==> src/logic/pattern_match_pkg.sv <==
// constants shared by the pattern-match source-select block and its mux
// assumes a 32-bit apb bus with byte addresses as printed
package pattern_match_pkg;

  // ****************************************************************
  // geometry
  // ****************************************************************
  localparam int SLICE_COUNT = 8;
  localparam int INPUT_COUNT = 8;
  localparam int CHOICE_W = 3;
  localparam int CHOICE_BASE = 8;
  localparam int DATA_W = 32;
  localparam int STRB_W = 4;
  localparam int BYTE_W = 8;
  localparam int MATCH_W = 8;

  // ****************************************************************
  // register map
  // ****************************************************************
  localparam logic [31:0] CTRL_ADDR = 32'hA000_4028;
  localparam logic [31:0] SRC_ADDR = 32'hA000_402C;
  localparam logic [31:0] CFG_ADDR = 32'hA000_4030;

  localparam logic [31:0] SRC_RESET = 32'h0000_0000;
  localparam logic [31:0] CFG_RESET = 32'h0000_0000;
  localparam logic CTRL_BIT_RESET = 1'h0;

  // control register fields
  localparam int CTRL_INT_SEL_BIT = 0;
  localparam int CTRL_EVENT_EN_BIT = 1;
  localparam int CTRL_MATCH_LO = 24;

  localparam logic [3:0] STRB_ALL = 4'hF;
  localparam logic [31:0] DATA_ZERO = 32'h0000_0000;

endpackage : pattern_match_pkg

==> src/logic/pattern_match_source_select.sv <==
// apb register block: slice source selection, slice configuration and
// pattern-match control storage, plus the edge-history clear output.
// assumes the slice detect logic sits outside and obeys HISTORY_CLEAR_O.
//
// Implementation choice: the APB slave port.
`timescale 1ns/1ps

// Notes on behaviour
// - each of the eight slices chooses its own input from eight inputs.
// - a choice code k routes pin interrupt input k to the slice.
// - any write to the source or configuration register clears history.
// - with interrupt select and event enable both zero, history is erased.
// - slice 0 choice lives in bits 10:8 and resets to zero.
// - slice 1 choice lives in bits 13:11 and resets to zero.
// - slice 2 choice lives in bits 16:14 and resets to zero.
// - slice 3 choice lives in bits 19:17 and resets to zero.
// - slice 4 choice lives in bits 22:20 and resets to zero.
// - slice 5 choice lives in bits 25:23 and resets to zero.
// - slice 6 choice lives in bits 28:26 and resets to zero.
// - slice 7 choice lives in bits 31:29 and resets to zero.
module pattern_match_source_select
  import pattern_match_pkg::*;
(
  // clock, reset, enable
  input wire logic CLK_I,
  input wire logic SYS_RST_I,
  input wire logic CE_I,
  // apb slave
  input wire logic PSEL_I,
  input wire logic PENABLE_I,
  input wire logic PWRITE_I,
  input wire logic [DATA_W-1:0] PADDR_I,
  input wire logic [DATA_W-1:0] PWDATA_I,
  input wire logic [STRB_W-1:0] PSTRB_I,
  output logic [DATA_W-1:0] PRDATA_O,
  output logic PREADY_O,
  output logic PSLVERR_O,
  // pin interrupt inputs and live match state
  input wire logic [INPUT_COUNT-1:0] PIN_INT_I,
  input wire logic [MATCH_W-1:0] PRODUCT_MATCH_I,
  // towards the slice logic
  output logic [SLICE_COUNT-1:0] SLICE_INPUT_O,
  output logic HISTORY_CLEAR_O,
  output logic [DATA_W-1:0] SLICE_CONFIG_O,
  output logic PATTERN_INTERRUPT_SELECT_O,
  output logic EVENT_OUTPUT_ENABLE_O
);

  // ****************************************************************
  // state
  // ****************************************************************
  typedef struct packed {
    logic [DATA_W-1:CHOICE_BASE] src;
    logic [DATA_W-1:0] cfg;
    logic int_sel;
    logic event_en;
    logic [DATA_W-1:0] rdata;
    logic slverr;
    logic rd_valid;
    logic hist_clear;
    logic [SLICE_COUNT-1:0] slice_in;
  } state_t;

  state_t s_reg;
  state_t s_next;

  logic [SLICE_COUNT-1:0] mux_out;
  logic hit_ctrl;
  logic hit_src;
  logic hit_cfg;
  logic hit_any;
  logic capture;
  logic done;
  logic wr_done;
  logic wr_clear;
  logic [DATA_W-1:0] read_mux;
  logic [DATA_W-1:0] src_word;
  logic [DATA_W-1:0] src_merged;

  // ****************************************************************
  // byte-lane merge
  // ****************************************************************
  function automatic logic [DATA_W-1:0] merge_bytes(
    input logic [DATA_W-1:0] old_val,
    input logic [DATA_W-1:0] new_val,
    input logic [STRB_W-1:0] strb
  );
    logic [DATA_W-1:0] res;
    res = old_val;
    for (int b = 0; b < STRB_W; b++) begin
      if (strb[b]) begin
        res[b*BYTE_W +: BYTE_W] = new_val[b*BYTE_W +: BYTE_W];
      end
    end
    return res;
  endfunction : merge_bytes

  // ****************************************************************
  // source selection
  // ****************************************************************
  slice_source_mux #(
    .SLICES(SLICE_COUNT),
    .INPUTS(INPUT_COUNT),
    .SEL_W(CHOICE_W)
  ) u_mux (
    .pin_int_i(PIN_INT_I),
    .choice_i(s_reg.src),
    .slice_o(mux_out)
  );

  // ****************************************************************
  // address decode and read path
  // ****************************************************************
  assign hit_ctrl = (PADDR_I == CTRL_ADDR);
  assign hit_src = (PADDR_I == SRC_ADDR);
  assign hit_cfg = (PADDR_I == CFG_ADDR);
  assign hit_any = hit_ctrl | hit_src | hit_cfg;

  // read data is taken ahead of the access phase so it comes from flops
  assign capture = PSEL_I & ~s_reg.rd_valid;
  assign PREADY_O = CE_I & s_reg.rd_valid;
  assign done = PSEL_I & PENABLE_I & PREADY_O;
  assign wr_done = done & PWRITE_I & hit_any;
  // the written value is irrelevant: any source or configuration write wipes the history
  assign wr_clear = wr_done & (hit_src | hit_cfg);

  // reserved low byte is not stored and reads back as zero
  assign src_word = {s_reg.src, DATA_ZERO[CHOICE_BASE-1:0]};

  // merge into the full word first: a call result takes no part-select
  assign src_merged = merge_bytes(src_word, PWDATA_I, PSTRB_I);

  always_comb begin
    read_mux = DATA_ZERO;
    if (hit_src) begin
      read_mux = src_word;
    end else if (hit_cfg) begin
      read_mux = s_reg.cfg;
    end else if (hit_ctrl) begin
      read_mux[CTRL_INT_SEL_BIT] = s_reg.int_sel;
      read_mux[CTRL_EVENT_EN_BIT] = s_reg.event_en;
      read_mux[CTRL_MATCH_LO +: MATCH_W] = PRODUCT_MATCH_I;
    end
  end

  // ****************************************************************
  // next state
  // ****************************************************************
  always_comb begin
    s_next = s_reg;
    if (CE_I) begin
      if (capture) begin
        s_next.rdata = PWRITE_I ? DATA_ZERO : read_mux;
        s_next.slverr = ~hit_any;
        s_next.rd_valid = 1'b1;
      end
      if (done) begin
        s_next.rd_valid = 1'b0;
      end
      if (wr_done && hit_src) begin
        // fields at 10:8 up to 31:29, one per slice
        s_next.src = src_merged[DATA_W-1:CHOICE_BASE];
      end
      if (wr_done && hit_cfg) begin
        s_next.cfg = merge_bytes(s_reg.cfg, PWDATA_I, PSTRB_I);
      end
      if (wr_done && hit_ctrl && PSTRB_I[0]) begin
        s_next.int_sel = PWDATA_I[CTRL_INT_SEL_BIT];
        s_next.event_en = PWDATA_I[CTRL_EVENT_EN_BIT];
      end
      // feature off keeps the clear asserted as a level
      s_next.hist_clear = wr_clear |
                          ~(s_next.int_sel | s_next.event_en);
      s_next.slice_in = mux_out;
    end
  end

  always_ff @(posedge CLK_I or posedge SYS_RST_I) begin
    if (SYS_RST_I) begin
      s_reg.src <= SRC_RESET[DATA_W-1:CHOICE_BASE];
      s_reg.cfg <= CFG_RESET;
      s_reg.int_sel <= CTRL_BIT_RESET;
      s_reg.event_en <= CTRL_BIT_RESET;
      s_reg.rdata <= DATA_ZERO;
      s_reg.slverr <= 1'b0;
      s_reg.rd_valid <= 1'b0;
      s_reg.hist_clear <= 1'b1;
      s_reg.slice_in <= '0;
    end else begin
      s_reg <= s_next;
    end
  end

  // ****************************************************************
  // outputs
  // ****************************************************************
  assign PRDATA_O = s_reg.rdata;
  assign PSLVERR_O = s_reg.slverr;
  assign SLICE_INPUT_O = s_reg.slice_in;
  assign HISTORY_CLEAR_O = s_reg.hist_clear;
  assign SLICE_CONFIG_O = s_reg.cfg;
  assign PATTERN_INTERRUPT_SELECT_O = s_reg.int_sel;
  assign EVENT_OUTPUT_ENABLE_O = s_reg.event_en;

  // ****************************************************************
  // checks
  // ****************************************************************
  // helper copies of the previous inputs, read only by the checks
  logic [INPUT_COUNT-1:0] pin_prev;
  logic [DATA_W-1:0] src_prev;
  always_ff @(posedge CLK_I) begin
    pin_prev <= PIN_INT_I;
    src_prev <= src_word;
  end
endmodule : pattern_match_source_select

==> src/logic/slice_source_mux.sv <==
// per-slice input selector: each slice picks one pin interrupt input
// assumes choice codes never exceed the input count (power of two)
`timescale 1ns/1ps

module slice_source_mux #(
  parameter int SLICES = 8,
  parameter int INPUTS = 8,
  parameter int SEL_W = 3
) (
  // inputs
  input wire logic [INPUTS-1:0] pin_int_i,
  input wire logic [SLICES*SEL_W-1:0] choice_i,
  // selected inputs
  output logic [SLICES-1:0] slice_o
);

  // ****************************************************************
  // one selector per slice
  // ****************************************************************
  for (genvar g = 0; g < SLICES; g++) begin : g_slice
    // code k takes input k on every slice alike
    assign slice_o[g] = pin_int_i[choice_i[g*SEL_W +: SEL_W]];
  end

endmodule : slice_source_mux

==> config.mk <==
export PLATFORM = sky130hd
export DESIGN_NAME = pattern_match_source_select
export DESIGN_NICKNAME = d
export VERILOG_FILES = /design/src/logic/pattern_match_pkg.sv /design/src/logic/pattern_match_source_select.sv /design/src/logic/slice_source_mux.sv
export SDC_FILE = /design/constraint.sdc
export NUM_CORES = 1
export LEC_CHECK = 0
export ABC_CLOCK_PERIOD_IN_PS = 3200
export BUFFER_PORTS_ARGS = -buffer_cell sky130_fd_sc_hd__buf_2
export CORE_MARGIN = 5
export CORE_UTILIZATION = 47
export DETAILED_ROUTE_END_ITERATION = 8
export GPL_ROUTABILITY_DRIVEN = 1
export MAX_ROUTING_LAYER = met4
export PLACE_DENSITY = 0.76
export SLEW_MARGIN = 5
export SYNTH_ARGS = -nofsm -noshare
export SYNTH_HDL_FRONTEND = slang
export SYNTH_SLANG_ARGS = --single-unit
==> constraint.sdc <==
create_clock -name CLK_I -period 3.2 [get_ports CLK_I]
set_input_delay 0.48 -clock CLK_I [delete_from_list [all_inputs] [get_ports CLK_I]]
set_output_delay 0.48 -clock CLK_I [all_outputs]
set_load 0.02 [all_outputs]
==> summary.txt <==
pre-CTS setup slack: 435 ps
Top Usage Layer GRT: met2
Sink Count: 101
CP startpoint kind: primary input
Post-DP HPWL: 9950 µm
Seq/Total Area, Yosys: 47.9%
Post-CTS Setup Inserts: 0
Port Buffers: 166
die area: 0.0135 mm²
Pwr Density: 417 mW/mm²
final hold violations: 0
vias in the first global route: 3891
Slew headroom: 32.6%
DR WL/cell: 19.5 µm
final worst path period need: 2410 ps
share of cells above drive strength 1: 52.3%
max-cap violations: 0
Hold Crit Class: primary input to flip-flop
Total GRT Usage: 20.5%
first-pass GRT wire length: 20300 µm
Rows: 38
clock-pin slew on the worst setup and hold paths: 70 ps
RePlAce Congestion: 0.830
antenna violations before repair: 1
clock skew: 6.07 ps
Chip Width: 116 µm
period utilization: 75.2%
syn nets: 519
root buffer cell: clkbuf_16
met3 usage: 3.86%
gr ovfl total: 0
critical path class: primary input to flip-flop
GRT met2 Usage: 32.0%
RSZ-0062 raised after global routing: no
Total Wirelength: 13200 µm
flop and latch count out of synthesis: 101
CP Max Fanout: 8
Post-Synthesis Cells: 429
Vert. Die Dim: 116 µm
Synthesis Warnings: 0
CTS Hold Buffers Added: 0
deepest clock path buffer count: 2
vias per std cell: 5.59
Clock Latency Late Sink: 350 ps
DR iter-0 viols: 206
P_leak: 2.96 nW
Non-Filler Instances: 674
required time worst endpoint: 3430 ps
# setup viols final: 0
routed via count: 3766
Post-Syn Area: 0.00528 mm²
post-route ant nets: 0
CP Capture Type: flip-flop
Max Clock Freq: 416 MHz
drt drc: 0
area delta synth->final: 13.8%
Initial Util: 48.3%
H-Tree Depth: 3
Worst VDD drop: 0.250 mV
Synth Flop Type: dfrtp_1
CTS tree: done
Final WS setup: 794 ps
Final Net Count: 618
TritonCTS Buffers: 9
setup TNS: 0 ps
post-synth cell types: 44
largest net degree at the start of global routing: 83
Core Footprint: 0.0109 mm²
Pre-antenna DRT Iters: 8
Syn Area/Cell: 12.3 µm²
status: completed
I/O Pins: 167
max-slew violations: 0
post-cts sizing count: 0
Pwr Total: 0.00251 W
EDFF count, synth: 0
fillcell total: 956
worst-margin pin slew: 1010 ps
WP data arrival: 2640 ps
met1 usage: 27.0%
placed cell count: 657
asr flop ratio synth: 100%
[synthesized netlist by cell type (all sizes together), types with 5 or more instances]
library cell	number	area (µm²)
mux4	16	360
dfrtp	100	2500
o21ai	26	130
nor4	8	80.1
nor2	14	52.6
nand2	30	113
and3	5	31.3
a21oi	10	50.1
nand3	7	50.1
buf	79	597
a22oi	6	45.0
a22o	6	52.6
mux2i	19	190
clkbuf	8	40.0
mux2	59	664
a222oi	8	80.1
[kinds of logic after synthesis]
| group | share of synthesized area, % |
|---|---|
| AOI/OAI and AO/OA | 7.51 |
| buffers and inverters | 12.2 |
| and+or+nand+nor | 9.36 |
| DFF | 47.9 |
| muxes | 23.0 |
[routing by layer]
metal,wire (µm),share of wire [%]
met5,0,0
met4,276,2.1
met3,899,6.8
met2,6430,49
met1,5570,42
[power by group]
part / total, W / internal (W) / switching (W)
combinational: 0.000186 / 0.0000764 / 0.000110
clock: 0.00103 / 0.000549 / 0.000477
sequential: 0.00129 / 0.00129 / 0.00000713
total: 0.00251 / 0.00191 / 0.000594
[final cells by class]
type                       count  area (µm²)  share of cell area (%)
sequential                   101        2530                    42.1
clock inverter                 5        36.3                   0.604
multi-input combinational    239        2110                    35.2
clock buffer                  11         243                    4.04
inverter                       2        10.0                   0.167
antenna                        1        2.50                  0.0417
timing repair buffer         175         898                    15.0
tap                          140         175                    2.92
[critical path: stages]
cell and delay (ps):
buf_2 110, nor4b_1 400, nand4_1 290, nor2_1 450, and3_1 510, mux2_2 390
[worst paths after layout]
kind | startpoint | to | slack, ps | depth (start not counted)
max in group asynchronous | SYS_RST_I | PRDATA_O[3] | 2030 | 3
hold reg to reg | PRDATA_O[22] | PRDATA_O[22] | 480 | 2
min in group asynchronous | SYS_RST_I | s_reg[96] | 370 | 2
setup / recovery | PADDR_I[11] | SLICE_CONFIG_O[15] | 790 | 6
setup reg to reg | s_reg[9] | PRDATA_O[2] | 1060 | 5
hold / removal | PWDATA_I[2] | SLICE_CONFIG_O[2] | 360 | 2
[metrics by stage]
step | utilization (%) | cell area, µm² | hold slack, ps
2_1_floorplan | - | 5280 | 450
3_3_place_gp | 52.3 | 5720 | 463
3_5_place_dp | 52.3 | 5720 | 466
4_1_cts | 54.9 | 6000 | 354
5_1_grt | 54.9 | 6010 | 361
6_report | 54.9 | 6010 | 360
[cells in the final DEF, fill, tap and decap left out, drive strengths merged, types with 3 or more instances in the layout]
cell and n:
buf 175, dfrtp 100, mux2 59, nand2 30, o21ai 26, mux2i 19, mux4 16, nor2 14
clkbuf 11, a21oi 10, a222oi 8, nor4 8, nand3 7, a22o 6, a22oi 6, and3 5
clkinvlp 3
No activity file was read; power rests on OpenSTA's default activity.
